File: config.mk
export PLATFORM = sky130hd
export DESIGN_NAME = gate_timing_clamp_regs
export DESIGN_NICKNAME = d
export VERILOG_FILES = /design/src/hw/gate_clamp_pkg.sv /design/src/hw/word_parity.sv /design/src/hw/gate_timing_clamp_regs.sv
export VERILOG_INCLUDE_DIRS = /design/src /design/src/hw
export SDC_FILE = /design/constraint.sdc
export NUM_CORES = 1
export LEC_CHECK = 0
export BUFFER_PORTS_ARGS = -buffer_cell sky130_fd_sc_hd__buf_2
export CAP_MARGIN = 10
export CORE_UTILIZATION = 40
export DETAILED_ROUTE_END_ITERATION = 8
export MAX_ROUTING_LAYER = met4
export PLACE_DENSITY = 0.63
export SYNTH_ARGS = -nofsm -noshare
export SYNTH_HDL_FRONTEND = slang
export SYNTH_SLANG_ARGS = --single-unit
File: constraint.sdc
create_clock -name mclk -period 2.45 [get_ports mclk]
set_input_delay 0.245 -clock mclk [delete_from_list [all_inputs] [get_ports mclk]]
set_output_delay 0.245 -clock mclk [all_outputs]
set_load 0.01 [all_outputs]
File: src/hw/gate_clamp_params.svh
// Offsets, field positions, reset values and timing counts of the block
`ifndef GATE_CLAMP_PARAMS_SVH
`define GATE_CLAMP_PARAMS_SVH
`define OFS_TURN_ON_GATE_MONITOR 5'h1d
`define OFS_CLAMP_ACTIVATION_TIME 5'h1e
`define OFS_SECONDARY_CLOCK_CHECK 5'h1f
`define RST_TURN_ON_GATE_MONITOR 16'hff01
`define RST_CLAMP_ACTIVATION_TIME 16'h2600
`define RST_SECONDARY_CLOCK_CHECK 16'h0001
`define RST_CLAMP_TIME 8'h26
`define RST_TURN_ON_COUNT 8'hff
`define FLD_HI_MSB 15
`define FLD_HI_LSB 8
`define BIT_ARMED 7
`define BIT_LMI 1
`define BIT_PARITY 0
`define CLAMP_CONST_HIGH 8'h00
`define CLAMP_CONST_LOW 8'hff
`define CLAMP_MIN_TIMED 8'h0a
`define CNT_MAX 8'hff
`define CNT_ONE 8'h01
`endif

File: src/hw/gate_clamp_pkg.sv
// Types shared by the gate timing and clamp register block
`default_nettype none
package gate_clamp_pkg;
   typedef enum logic [2:0] {
      OPM_ONE, OPM_TWO, OPM_THREE, OPM_FOUR, OPM_FIVE, OPM_SIX
   } op_mode_t;
   typedef enum {CAP_IDLE, CAP_ARMED, CAP_COUNT} cap_state_t;
endpackage : gate_clamp_pkg
`default_nettype wire

File: src/hw/word_parity.sv
// Odd parity completion of a returned register word
`timescale 1ns/1ns
`default_nettype none
module word_parity (
   input wire logic [15:1] word_hi,
   output logic parity_bit
);
   // Bit 0 chosen so the full word carries an odd number of ones
   assign parity_bit = ~(^word_hi);
endmodule : word_parity
`default_nettype wire

File: src/hw/gate_timing_clamp_regs.sv
// Turn-on gate timing capture, clamp-inhibit timing and clock check regs
//
// Summary of operation
// - Turn-on gate pulse length is counted into bits 15:8 of the monitor.
// - Turn-on count is cleared to zero when a measurement starts.
// - Bit 7 of the monitor reads one while capture is armed.
// - Arm bit clears when the turn-on measurement completes.
// - A capture request while armed disarms instead of rearming.
// - Bit 1 of each returned word: previous frame discarded when one.
// - Clamp codes 0A..FE give activation time in oscillator cycles.
// - Clamp code 00 holds the clamp-inhibit output constantly high.
// - Clamp code FF holds the clamp-inhibit output constantly low.
// - Clock check writes measured oscillator cycles into bits 15:8.
// - Clamp register writable only in mode two; others never writable.
`timescale 1ns/1ns
`default_nettype none
`include "gate_clamp_params.svh"
module gate_timing_clamp_regs (
   input wire logic mclk,
   input wire logic reset,
   input wire logic [4:0] reg_addr,
   input wire logic [15:0] reg_wdata,
   input wire logic reg_wr,
   input wire logic reg_rd,
   input wire logic msg_done,
   input wire logic msg_invalid,
   input wire gate_clamp_pkg::op_mode_t config_operating_mode,
   input wire logic osc_tick,
   input wire logic capture_request,
   input wire logic gate_on,
   input wire logic clamp_trigger,
   input wire logic clock_check_function,
   output logic [15:0] reg_rdata,
   output logic reg_hit,
   output logic turn_on_capture_armed,
   output logic clamp_inhibit_out
);
   gate_clamp_pkg::cap_state_t cap_q;
   logic [7:0] turn_on_count_q;
   logic [7:0] clamp_time_value_q;
   logic [7:0] measured_osc_cycles_q;
   logic [7:0] osc_count_q;
   logic check_q;
   logic last_msg_invalid_q;
   logic [7:0] clamp_cnt_q;
   logic clamp_active_q;
   logic gate_on_q;
   logic [15:0] word_d;
   logic [15:0] rdata_q;
   logic parity_bit;
   logic gate_rise;
   logic write_clamp;
   logic clamp_code_high;
   logic clamp_code_low;
   logic check_start;
   logic check_end;

   // Frame status; reset word shows zero here in monitor reset value
   always_ff @(posedge mclk) begin
      if (reset) begin
         last_msg_invalid_q <= 1'b0;
      end else if (msg_done) begin
         last_msg_invalid_q <= msg_invalid;
      end
   end

   // Turn-on capture; gate sampled once to find the start edge; end taken from gate level
   always_ff @(posedge mclk) begin
      if (reset) begin
         gate_on_q <= 1'b0;
      end else begin
         gate_on_q <= gate_on;
      end
   end

   // Rising edge only; a gate already high when armed starts nothing
   assign gate_rise = gate_on && !gate_on_q;

   always_ff @(posedge mclk) begin
      if (reset) begin
         cap_q <= gate_clamp_pkg::CAP_IDLE;
         turn_on_count_q <= `RST_TURN_ON_COUNT;
      end else begin
         case (cap_q)
            gate_clamp_pkg::CAP_IDLE: begin
               if (capture_request) begin
                  cap_q <= gate_clamp_pkg::CAP_ARMED;
               end
            end
            gate_clamp_pkg::CAP_ARMED: begin
               if (capture_request) begin
                  cap_q <= gate_clamp_pkg::CAP_IDLE;
               end else if (gate_rise) begin
                  turn_on_count_q <= 8'h00;
                  cap_q <= gate_clamp_pkg::CAP_COUNT;
               end
            end
            gate_clamp_pkg::CAP_COUNT: begin
               if (capture_request) begin
                  cap_q <= gate_clamp_pkg::CAP_IDLE;
               end else if (!gate_on) begin
                  cap_q <= gate_clamp_pkg::CAP_IDLE;
               // Saturates so an overlong pulse reads full scale
               end else if (osc_tick && turn_on_count_q != `CNT_MAX) begin
                  turn_on_count_q <= turn_on_count_q + `CNT_ONE;
               end
            end
            default: cap_q <= gate_clamp_pkg::CAP_IDLE;
         endcase
      end
   end

   assign turn_on_capture_armed = (cap_q != gate_clamp_pkg::CAP_IDLE);

   // Writes to the read-only registers or outside mode two are dropped
   assign write_clamp = reg_wr &&
                        (reg_addr == `OFS_CLAMP_ACTIVATION_TIME) &&
                        (config_operating_mode == gate_clamp_pkg::OPM_TWO);

   // Clamp time register: only mode two writes land
   always_ff @(posedge mclk) begin
      if (reset) begin
         clamp_time_value_q <= `RST_CLAMP_TIME;
      end else if (write_clamp) begin
         clamp_time_value_q <= reg_wdata[`FLD_HI_MSB:`FLD_HI_LSB];
      end
   end

   // Timed pulse; reserved codes 01..09 are treated like short times
   always_ff @(posedge mclk) begin
      if (reset) begin
         clamp_cnt_q <= 8'h00;
         clamp_active_q <= 1'b0;
      end else if (clamp_trigger) begin
         clamp_cnt_q <= clamp_time_value_q;
         clamp_active_q <= 1'b1;
      end else if (clamp_active_q && osc_tick) begin
         if (clamp_cnt_q <= `CNT_ONE) begin
            clamp_active_q <= 1'b0;
         end
         clamp_cnt_q <= clamp_cnt_q - `CNT_ONE;
      end
   end

   // Constant codes override any timed pulse still counting
   assign clamp_code_high = (clamp_time_value_q == `CLAMP_CONST_HIGH);
   assign clamp_code_low = (clamp_time_value_q == `CLAMP_CONST_LOW);

   always_ff @(posedge mclk) begin
      if (reset) begin
         clamp_inhibit_out <= 1'b0;
      end else if (clamp_code_high) begin
         clamp_inhibit_out <= 1'b1;
      end else if (clamp_code_low) begin
         clamp_inhibit_out <= 1'b0;
      end else begin
         clamp_inhibit_out <= clamp_active_q;
      end
   end

   // Window edges; a window shorter than one tick measures zero
   assign check_start = clock_check_function && !check_q;
   assign check_end = !clock_check_function && check_q;

   // Clock check counts oscillator ticks while the check window is open
   always_ff @(posedge mclk) begin
      if (reset) begin
         check_q <= 1'b0;
         osc_count_q <= 8'h00;
         measured_osc_cycles_q <= 8'h00;
      end else begin
         check_q <= clock_check_function;
         if (check_start) begin
            osc_count_q <= 8'h00;
         end else if (clock_check_function && osc_tick &&
                      osc_count_q != `CNT_MAX) begin
            osc_count_q <= osc_count_q + `CNT_ONE;
         end
         if (check_end) begin
            measured_osc_cycles_q <= osc_count_q;
         end
      end
   end

   // Read word assembly; reserved bits forced to zero
   always_comb begin
      word_d = 16'h0000;
      case (reg_addr)
         `OFS_TURN_ON_GATE_MONITOR: begin
            word_d[`FLD_HI_MSB:`FLD_HI_LSB] = turn_on_count_q;
            word_d[`BIT_ARMED] = turn_on_capture_armed;
         end
         `OFS_CLAMP_ACTIVATION_TIME: begin
            word_d[`FLD_HI_MSB:`FLD_HI_LSB] = clamp_time_value_q;
         end
         `OFS_SECONDARY_CLOCK_CHECK: begin
            word_d[`FLD_HI_MSB:`FLD_HI_LSB] = measured_osc_cycles_q;
         end
         default: word_d = 16'h0000;
      endcase
      word_d[`BIT_LMI] = last_msg_invalid_q;
   end

   word_parity u_parity (
      .word_hi(word_d[15:1]),
      .parity_bit(parity_bit)
   );

   assign reg_hit = (reg_addr == `OFS_TURN_ON_GATE_MONITOR) ||
                    (reg_addr == `OFS_CLAMP_ACTIVATION_TIME) ||
                    (reg_addr == `OFS_SECONDARY_CLOCK_CHECK);

   always_ff @(posedge mclk) begin
      if (reset) begin
         // Idle word: fields zero, parity alone makes it odd
         rdata_q <= 16'h0001;
      end else if (reg_rd) begin
         rdata_q <= {word_d[15:1], parity_bit};
      end
   end

   assign reg_rdata = rdata_q;
endmodule : gate_timing_clamp_regs
`default_nettype wire

# == Word level (Yosys, flattened, before mapping) ==
# Cells that the tools add are included.
# classes
n_addsub,3
order_cmp,1
n_eq_ne,17
n_mux,21
n_bitwise,1
n_reduce_logical,25
# ops
operator,n
2-to-1 mux 32 bit,5
case mux 32 bit (3 select lines),1
2-to-1 mux 8 bit,7
"== test 32 x 1 -> 1 bit, second input constant",1
"== test 32 x 2 -> 1 bit, second input constant",1
logical NOT 32 bit,1
nonzero test 32 bit,1
case mux 8 bit (3 select lines),1
"adder 8 x 1 -> 8 bit, second input constant",2
"!= test 8 bit, second input constant",2
case mux 8 bit (2 select lines),1
"== test 5 bit, second input constant",3
XOR reduction 15 bit,1
"!= test 2 bit, second input constant",6
logical AND 1 bit,9
"== test 8 bit, second input constant",1
"less-or-equal comparator 8 x 1 -> 1 bit, second input constant",1
logical NOT 8 bit,1
"subtractor 8 x 1 -> 8 bit, second input constant",1
2-to-1 mux 1 bit,6
"!= test 3 bit, second input constant",2
AND reduction 6 bit,1
nonzero test 2 bit,3
"== test 3 x 1 -> 1 bit, second input constant",1
other kinds (6),9
# totals
ff_bits,88
in_bits,35
out_inout_bits,19
elab_cells,80

# == Depth between registers and ports, before layout ==
# Gate-level depths: netlist of run 1.
# depth
word_depth,6
depth_mapped,9
mapped_depth_nobuf,8

# == Hierarchy ==
# From an unflattened synthesis of run 1, not the netlist that was laid out.
# hier_totals
hier_cells,339
area_unflattened_um2,2971.6
# by_module_without_submodules
mod,n_inst,cells_per_inst,area_per_inst_um2,seq_area_each_um2
gate_timing_clamp_regs,1,328,2834.0,1161.1
word_parity,1,11,137.6,0.0

# == Least setup slack after synthesis of run 1 ==
# No wires, ideal clock.
# synth_timing
path_kind,register -> register
start,register turn_on_count_q[0]
end,register turn_on_count_q[3]
setup_ns,0.106
arrival_time_ns,1.919
required_ns,2.344
slack_ns,0.425
stages_incl_launch_ff,10
path_buffers,1
period_less_slack_ns,2.025
path_cell_list,dfxtp_1 -> ha_1 -> and3_1 -> nand3_1 -> o211ai_1 -> nand2_1 -> nand3_1 -> or2_2 -> clkbuf_1 -> o311ai_0
# synth_between
elab_chain_cells,5
elab_cells_between_ends,9
classes_between,add/sub: 1; eq/ne: 2; mux: 4; reduce/logical: 2
# synth_rtl
item,line,text
"start, declared",gate_timing_clamp_regs.sv:39,logic [7:0] turn_on_count_q;
"start signal, assigned",gate_timing_clamp_regs.sv:82,turn_on_count_q <= `RST_TURN_ON_COUNT;
"start signal, assigned",gate_timing_clamp_regs.sv:105,turn_on_count_q <= turn_on_count_q + `CNT_ONE;
adder 8 x 1 -> 8 bit (no source line),-,
2-to-1 mux 8 bit,gate_timing_clamp_regs.sv:104,end else if (osc_tick && turn_on_count_q != `CNT_MAX) begin
2-to-1 mux 8 bit,gate_timing_clamp_regs.sv:101,end else if (!gate_on) begin
2-to-1 mux 8 bit,gate_timing_clamp_regs.sv:99,if (capture_request) begin
case mux 8 bit (2 select lines),gate_timing_clamp_regs.sv:84,case (cap_q)
# Several ways; a longest one is shown, not always the timed one. The select of a mux whose other input is x is not followed.
# A chain may end at the register's enable or synchronous reset.

# == Worst setup path in the final report of run 1 ==
# layout_timing
start,register turn_on_count_q[4]
end,"register rdata_q[0], in the netlist reg_rdata[0]"
# layout_between
elab_chain_cells,3
# layout_rtl
item,line,text
case mux 8 bit (3 select lines),gate_timing_clamp_regs.sv:188,case (reg_addr)
XOR reduction 15 bit,word_parity.sv:9,assign parity_bit = ~(^word_hi);
NOT 1 bit,word_parity.sv:9,
"end signal, assigned",gate_timing_clamp_regs.sv:218,"rdata_q <= {word_d[15:1], parity_bit};"
"end, declared",gate_timing_clamp_regs.sv:49,logic [15:0] rdata_q;
# No other way between the ends.

==> results of run 1 <==
critical path, delay by kind of cell, from the launching register on:
kind / cells / cell delay (ps)
XOR/XNOR: 2 / 310
flip-flops: 1 / 360
AO/OA/AOI/OAI: 3 / 630
multiplexers: 1 / 280
AND/OR/NAND/NOR: 1 / 370
flip-flops by register name (all words and copies together) (netlist names):
| register | count |
|---|---|
| cap_q | 2 |
| clamp_inhibit_out | 1 |
| clamp_active_q | 1 |
| measured_osc_cycles_q | 8 |
| osc_count_q | 8 |
| clamp_time_value_q | 8 |
| turn_on_count_q | 8 |
| last_msg_invalid_q | 1 |
| clamp_cnt_q | 8 |
| reg_rdata | 11 |
| gate_on_q | 1 |
| check_q | 1 |
synth_stat cells, drive strengths merged, types with 3 or more instances:
cell type	instances
a21oi	20
a22oi	8
a31oi	3
and3	5
buf	7
clkbuf	11
dfxtp	58
ha	4
inv	7
mux2	8
mux2i	20
nand2	21
nand3	13
nand4	4
nor2	56
nor3	10
o211ai	5
o21ai	12
o311ai	5
or3	4
xnor2	11
xor2	7
metrics by stage:
step / area, µm² / hold slack (ps) / util
2_1_floorplan: 2790 / 336 / -
3_3_place_gp: 3040 / 440 / 0.449
3_5_place_dp: 3040 / 455 / 0.449
4_1_cts: 3230 / 95.4 / 0.478
5_1_grt: 3230 / 95.9 / 0.478
6_report: 3230 / 112 / 0.478
power breakdown:
group          leakage, nW  total [mW]  switching (mW)  internal, mW
clock                0.101       0.867           0.357         0.510
combinational        0.870       0.213           0.119        0.0936
sequential           0.471       0.985          0.0205         0.965
total                 1.44        2.07           0.497          1.57
cell type report:
class,instances,area share
antenna,1,0.000775
clock buffer,11,0.0469
clock inverter,3,0.0124
inverter,8,0.00930
multi-input combinational,244,0.467
sequential,58,0.359
tap,80,0.0310
timing repair buffer,45,0.0736
logic make-up after synthesis:
group / Yosys count / synth area share
fa+ha+maj: 4 / 0.0180
flops: 58 / 0.418
xor+xnor: 18 / 0.0567
compound gates: 61 / 0.140
simple gates: 128 / 0.215
mux: 28 / 0.106
buf+inv: 26 / 0.0450
other cells: 1 / 0.00135
final timing paths:
kind / from / slack, ps / to
max: turn_on_count_q[4]$_SDFFE_PP1P_ / 400 / reg_rdata[0]$_SDFFE_PP1P_
min: capture_request / 110 / cap_q[1]$_SDFFE_PP0P_
max reg2reg: turn_on_count_q[4]$_SDFFE_PP1P_ / 400 / reg_rdata[0]$_SDFFE_PP1P_
min reg2reg: reg_rdata[7]$_SDFFE_PP0P_ / 470 / reg_rdata[7]$_SDFFE_PP0P_
layer usage:
layer / track usage / routed length (µm)
met1: 0.235 / 3060
met2: 0.292 / 2850
met3: 0.0652 / 250
met4: 0.0455 / 70
met5: - / 0
==> results.sh, run 1 <==
export IMPL_clk_pin_slew_ps=60
export IMPL_ir_worst_vdd_uv=342
export IMPL_die_h_um=85.4
export IMPL_layout_common_cells="dfxtp_1, nor2_1, buf_2"
export IMPL_tightest_slew_ps=564
export IMPL_gr_usage_all_layers=0.188
export IMPL_rr_worst_depth=7
export IMPL_vias=2374
export IMPL_portBuffers=40
export IMPL_finalPower_mw=2.07
export IMPL_cts_max_path_buffers=2
export IMPL_postSynthAreaPerCell_um2=8.58
export IMPL_grt_pass1_vias=2170
export IMPL_multi_input_area_um2=1510
export IMPL_hold_viol_final=0
export IMPL_nets=405
export IMPL_finalSetupViolCount=0
export IMPL_final_cells=450
export IMPL_timing_setup_tns_ps=0
export IMPL_cts_resized=0
export IMPL_critPathArrivalTime_ps=2280
export IMPL_drv_slew=0
export IMPL_synth_yosys_seq_area_share=0.418
export IMPL_run_status="complete, no violations"
export IMPL_seqCellArea_um2=1160
export IMPL_synth_distinct_cells=46
export IMPL_postCtsSetupRepairBufs=0
export IMPL_die_w_um=85.4
export IMPL_yosysWarnings=0
export IMPL_dr_pass1_iters=4
export IMPL_drcViolationCount=0
export IMPL_grt_max_degree=40
export IMPL_coreArea_um2=6760
export IMPL_die_area_um2=7280
export IMPL_tritoncts="built"
export IMPL_dr_first_iter_drc_count=128
export IMPL_antenna_found_initial=1
export IMPL_critical_path_required_ps=2680
export IMPL_grt_overflow=0
export IMPL_crit_path_cell_trace="mux2_2, a22oi_1, xnor2_1, xnor2_1, or3_1, a21o_1, a31o_1"
export IMPL_clkSinkCount=58
export IMPL_clkLatencyLatePin_ps=330
export IMPL_gp_congestion=0.817
export IMPL_wl_per_cell_um=13.8
export IMPL_path_max_fanout=6
export IMPL_clock_root_buffer="clkbuf_8"
export IMPL_slowest_delay_ps=370
export IMPL_max_slew_margin=0.622
export IMPL_holdBufCountCts=0
export IMPL_yosys_area_top_type="dfxtp_1"
export IMPL_antenna_left=0
export IMPL_netlist_instances=324
export IMPL_htreeDepth=3
export IMPL_wl_mm=6.23
export IMPL_ys_ff_latch=58
export IMPL_ys_flop_type="dfxtp_1"
export IMPL_cts_buffers=9
export IMPL_ios=54
export IMPL_crit_top_cell="xnor2_1"
export IMPL_grt_pass1_wl_mm=10.3
export IMPL_fillers=652
export IMPL_maxCapViolations=0
export IMPL_rows=30
export IMPL_power_density_nw_per_um2=639
export IMPL_post_drt_via_cell_ratio=5.28
export IMPL_synth_edf_count=0
export IMPL_drive_gt1_frac=0.195
export IMPL_hpwl_mm=4.51
export IMPL_p_leak_nw=1.44
export IMPL_synthTopCellsByArea="dfxtp_1, nor2_1, mux2i_1"
export IMPL_min_path_type="in -> reg"
export IMPL_synth_top_area_frac=0.418
export IMPL_holdPathStages=2
export IMPL_async_reset_ff_frac=0
export IMPL_rsz0062_at_grt="no"
export IMPL_critPathSlowestCell="or3_1"
export IMPL_end_kind="flip-flop"
export IMPL_worstSetupStartpointType="flip-flop"
export IMPL_finClkSkew_ps=8.46
export IMPL_area_growth_syn_to_layout_pct=16.3
export IMPL_fin_crit_sh=0.836
export IMPL_max_freq_ghz=0.488
export IMPL_setup_slack_ps=402
export IMPL_pre_cts_ws_ps=202
export IMPL_start_util=0.411
export IMPL_critical_path_class="reg -> reg"
export IMPL_period_needed_ps=2050
export IMPL_final_common_cell="dfxtp_1"
export IMPL_place_inst=435
export IMPL_syn_cell_area_um2=2780
(Power assumes the default switching activity.)
==> run 2: changes to the inputs <==
==> constraint.sdc (replaced) <==
create_clock -name mclk -period 1.95 [get_ports mclk]
set_input_delay 0.195 -clock mclk [delete_from_list [all_inputs] [get_ports mclk]]
set_output_delay 0.195 -clock mclk [all_outputs]
set_load 0.01 [all_outputs]
==> results.sh, run 2 (synthesis gave the netlist of run 1 again) <==
export IMPL_critical_path_class="reg -> reg"
export IMPL_gp_congestion=0.828
export IMPL_nets=430
export IMPL_multi_input_area_um2=1560
export IMPL_clock_root_buffer="clkbuf_8"
export IMPL_die_area_um2=7280
export IMPL_start_util=0.411
export IMPL_clk_pin_slew_ps=60
export IMPL_hpwl_mm=4.84
export IMPL_die_h_um=85.4
export IMPL_p_leak_nw=1.57
export IMPL_hold_viol_final=0
export IMPL_finalSetupViolCount=0
export IMPL_tightest_slew_ps=553
export IMPL_htreeDepth=3
export IMPL_drive_gt1_frac=0.271
export IMPL_power_density_nw_per_um2=775
export IMPL_grt_pass1_wl_mm=10.9
export IMPL_die_w_um=85.4
export IMPL_ir_worst_vdd_uv=511
export IMPL_seqCellArea_um2=1160
export IMPL_final_common_cell="dfxtp_1"
export IMPL_post_drt_via_cell_ratio=5.20
export IMPL_holdPathStages=2
export IMPL_coreArea_um2=6760
export IMPL_n_antenna_cell=0
export IMPL_antenna_found_initial=0
export IMPL_rows=30
export IMPL_antenna_left=0
export IMPL_maxCapViolations=0
export IMPL_rr_endpoint="reg_rdata[0]$_SDFFE_PP1P_"
export IMPL_fin_crit_sh=0.974
export IMPL_largest_reg_flops=11
export IMPL_final_core_util=0.515
export IMPL_holdBufCountCts=0
export IMPL_fillers=651
export IMPL_rsz0062_at_grt="yes"
export IMPL_rr_startpoint="turn_on_count_q[0]$_SDFFE_PP1P_"
export IMPL_place_inst=460
export IMPL_portBuffers=40
export IMPL_min_path_type="in -> reg"
export IMPL_grt_overflow=0
export IMPL_wl_per_cell_um=13.8
export IMPL_critPathArrivalTime_ps=2130
export IMPL_worstSetupStartpointType="flip-flop"
export IMPL_layout_common_cells="dfxtp_1, nor2_1, buf_2"
export IMPL_max_freq_ghz=0.527
export IMPL_vias=2472
export IMPL_max_slew_margin=0.630
export IMPL_gr_usage_all_layers=0.201
export IMPL_tritoncts="built"
export IMPL_ios=54
export IMPL_final_cells=475
export IMPL_cts_max_path_buffers=2
export IMPL_drcViolationCount=0
export IMPL_grt_pass1_vias=2279
export IMPL_drv_slew=0
export IMPL_dr_pass1_iters=4
export IMPL_rr_worst_depth=7
export IMPL_period_needed_ps=1900
export IMPL_cts_buffers=9
export IMPL_end_kind="flip-flop"
export IMPL_path_max_fanout=6
export IMPL_dr_first_iter_drc_count=131
export IMPL_run_status="complete, no violations"
export IMPL_critical_path_required_ps=2190
export IMPL_r2r_slack_ps=50
export IMPL_wl_mm=6.54
export IMPL_grt_max_degree=40
export IMPL_area_growth_syn_to_layout_pct=25.2
export IMPL_finClkSkew_ps=7.83
export IMPL_holdCritStartpoint="capture_request"
export IMPL_holdPathEnd="cap_q[1]$_SDFFE_PP0P_"
export IMPL_clkSinkCount=58
export IMPL_clkLatencyLatePin_ps=340
run 2: timing repair:
action                                  4_1_cts  5_1_grt
hold endpoints to repair                      0        0
pin swaps                                     0        1
gates resized for setup                       6        9
setup buffers                                 0        0
endpoints found under the setup margin        3        6
run 2: worst max-delay path, stage by stage, from the launching register on:
cell and delay (ps):
dfxtp_4 360, mux2_4 290, and3_4 170, a211oi_2 160, xnor2_1 100, or3_1 330
a21o_1 190, a31o_1 200
run 2: worst max-delay path by stage:
stage,start,end,slack [ps],depth (start not counted)
6_report,turn_on_count_q[0]$_SDFFE_PP1P_,reg_rdata[0]$_SDFFE_PP1P_,50,7
5_1_grt,turn_on_count_q[0]$_SDFFE_PP1P_,reg_rdata[0]$_SDFFE_PP1P_,-20,7
4_1_cts,turn_on_count_q[0]$_SDFFE_PP1P_,reg_rdata[0]$_SDFFE_PP1P_,8,7
3_5_place_dp,reg_addr[1],reg_rdata[0]$_SDFFE_PP1P_,-150,8
3_3_place_gp,reg_addr[1],reg_rdata[0]$_SDFFE_PP1P_,-130,8
2_1_floorplan,turn_on_count_q[0]$_SDFFE_PP1P_,turn_on_count_q[2]$_SDFFE_PP1P_,20,9
run 2: routing by layer:
metal,share of wire,GRT usage,vias to the layer above
met2,0.45,0.298,63
met1,0.49,0.261,1136
met4,0.012,0.0667,0
met5,0,-,-
li1,-,-,1264
met3,0.052,0.0603,9
run 2: final cells by class:
class,count,share of cell area
multi-input cells,244,0.447
well taps,80,0.0288
clock buffers,13,0.0485
flip-flops and latches,58,0.335
clock inverters,2,0.0101
repair buffers,70,0.122
inverters,8,0.00863
run 2: metrics by stage:
stage	setup TNS [ps]	total power, mW	area, µm²	setup WS, ps	hold slack, ps
after global placement	-129	1.56	3230	-129	407
after floorplan	0	1.46	2800	22.5	286
after detailed placement	-153	1.57	3230	-152	407
after global routing	-16.0	2.81	3480	-16.0	54.9
after CTS	0	2.72	3450	7.94	43.6
final	0	2.70	3480	50.8	50.1
run 2: power by group:
part           internal (mW)  switching, mW  leakage (nW)
clock                  0.686          0.459         0.106
combinational          0.150          0.168         0.991
sequential              1.21         0.0225         0.471
total                   2.05          0.650          1.57
==> run 3: changes to the inputs <==
--- a/config.mk
+++ b/config.mk
@@ -12,6 +12,7 @@
 export DETAILED_ROUTE_END_ITERATION = 8
 export MAX_ROUTING_LAYER = met4
 export PLACE_DENSITY = 0.63
+export SLEW_MARGIN = 20
 export SYNTH_ARGS = -nofsm -noshare
 export SYNTH_HDL_FRONTEND = slang
 export SYNTH_SLANG_ARGS = --single-unit
==> constraint.sdc (replaced) <==
create_clock -name mclk -period 2.2 [get_ports mclk]
set_input_delay 0.22 -clock mclk [delete_from_list [all_inputs] [get_ports mclk]]
set_output_delay 0.22 -clock mclk [all_outputs]
set_load 0.01 [all_outputs]
==> results.sh, run 3 (synthesis gave the netlist of run 1 again) <==
export IMPL_start_util=0.411
export IMPL_rr_endpoint="reg_rdata[0]$_SDFFE_PP1P_"
export IMPL_layout_common_cells="dfxtp_1, nor2_1, buf_2"
export IMPL_clkLatencyLatePin_ps=330
export IMPL_ir_worst_vdd_uv=558
export IMPL_maxCapViolations=0
export IMPL_max_freq_ghz=0.477
export IMPL_critPathSlowestCell="or3_1"
export IMPL_max_slew_margin=0.608
export IMPL_critical_path_required_ps=2430
export IMPL_clock_root_buffer="clkbuf_8"
export IMPL_crit_top_cell="xnor2_1"
export IMPL_die_w_um=85.4
export IMPL_final_common_cell="dfxtp_1"
export IMPL_worstSetupStartpointType="flip-flop"
export IMPL_largest_reg_flops=11
export IMPL_end_kind="flip-flop"
export IMPL_nets=410
export IMPL_hold_viol_final=0
export IMPL_drive_gt1_frac=0.210
export IMPL_clkSinkCount=58
export IMPL_area_growth_syn_to_layout_pct=19.2
export IMPL_wl_mm=6.25
export IMPL_power_density_nw_per_um2=752
export IMPL_holdCritStartpoint="capture_request"
export IMPL_grt_max_degree=28
export IMPL_run_status="complete, no violations"
export IMPL_holdPathStages=2
export IMPL_n_antenna_cell=0
export IMPL_drcViolationCount=0
export IMPL_slowest_delay_ps=400
export IMPL_period_needed_ps=2100
export IMPL_die_h_um=85.4
export IMPL_coreArea_um2=6760
export IMPL_holdBufCountCts=0
export IMPL_critPathArrivalTime_ps=2320
export IMPL_cts_max_path_buffers=2
export IMPL_grt_pass1_vias=2208
export IMPL_min_path_type="in -> reg"
export IMPL_hpwl_mm=4.58
export IMPL_drv_slew=0
export IMPL_dr_pass1_iters=4
export IMPL_antenna_left=0
export IMPL_grt_overflow=0
export IMPL_tritoncts="built"
export IMPL_final_core_util=0.490
export IMPL_timing_setup_tns_ps=0
export IMPL_htreeDepth=3
export IMPL_post_drt_via_cell_ratio=5.27
export IMPL_grt_pass1_wl_mm=10.3
export IMPL_finalSetupViolCount=0
export IMPL_die_area_um2=7280
export IMPL_clk_pin_slew_ps=70
export IMPL_rr_startpoint="turn_on_count_q[4]$_SDFFE_PP1P_"
export IMPL_holdPathEnd="cap_q[1]$_SDFFE_PP0P_"
export IMPL_cp_buffers_inverters=0
export IMPL_fin_crit_sh=0.954
export IMPL_vias=2404
export IMPL_rr_worst_depth=7
export IMPL_wl_per_cell_um=13.7
export IMPL_crit_path_cell_trace="mux2_2, a22oi_1, xnor2_1, xnor2_1, or3_1, a21o_1, a31o_1"
export IMPL_gr_usage_all_layers=0.187
export IMPL_p_leak_nw=1.48
export IMPL_path_max_fanout=6
export IMPL_r2r_slack_ps=100
export IMPL_gp_congestion=0.843
export IMPL_ios=54
export IMPL_dr_first_iter_drc_count=99
export IMPL_critical_path_class="reg -> reg"
export IMPL_rows=30
export IMPL_finClkSkew_ps=7.56
export IMPL_tightest_slew_ps=584
export IMPL_portBuffers=40
export IMPL_antenna_found_initial=0
export IMPL_cp_top_family="compound AO/OA/AOI/OAI gates"
export IMPL_cts_buffers=9
export IMPL_rsz0062_at_grt="no"
[run 3: what timing repair did]
item	4_1_cts	5_1_grt
resized for setup	0	1
setup buffers	0	0
endpoints found under the setup margin	0	1
[run 3: per-stage QoR]
stage	hold slack, ps	area [µm²]	instances	worst slack, ps	total power [mW]
global placement	411	3070	440	-87.5	1.36
detailed placement	418	3070	440	-162	1.37
finish	71.8	3310	456	102	2.49
floorplan	311	2790	328	175	1.29
global route	71.8	3310	456	3.88	2.60
CTS	59.9	3310	456	114	2.52
[run 3: routing by layer]
metal  up-vias  routed length (µm)  track usage
li1       1218                   -            -
met1      1131                2940        0.221
met2        47                3020        0.308
met3         8                 228       0.0593
met4         0                  55       0.0470
met5         -                   0            -
[run 3: area by class of cell]
type                       count  area [µm²]
clock inverter                 4        72.6
multi-input combinational    244        1510
tap                           80         100
inverter                       8        30.0
sequential                    58        1160
timing repair buffer          50         275
clock buffer                  12         165
fill                         662        3440
[run 3: worst max-delay path by stage]
stage	slack (ps)	end	cells past startpoint	startpoint
finish	100	reg_rdata[0]$_SDFFE_PP1P_	7	turn_on_count_q[4]$_SDFFE_PP1P_
global route	4	reg_rdata[0]$_SDFFE_PP1P_	7	turn_on_count_q[1]$_SDFFE_PP1P_
CTS	110	reg_rdata[0]$_SDFFE_PP1P_	7	turn_on_count_q[2]$_SDFFE_PP1P_
detailed placement	-160	reg_rdata[0]$_SDFFE_PP1P_	8	reg_addr[1]
global placement	-90	reg_rdata[0]$_SDFFE_PP1P_	8	reg_addr[1]
floorplan	180	turn_on_count_q[3]$_SDFFE_PP1P_	9	turn_on_count_q[0]$_SDFFE_PP1P_
[run 3: where the power goes]
part	switching (mW)	internal (mW)
registers	0.0231	1.07
logic	0.136	0.111
clock network	0.417	0.728
total	0.576	1.91
[run 3: worst reg2reg max path, stage by stage (launching register included)]
cell     delay (ps)
dfxtp_1         370
mux2_2          290
a22oi_1         220
xnor2_1         190
xnor2_1         130
or3_1           400
a21o_1          200
a31o_1          210
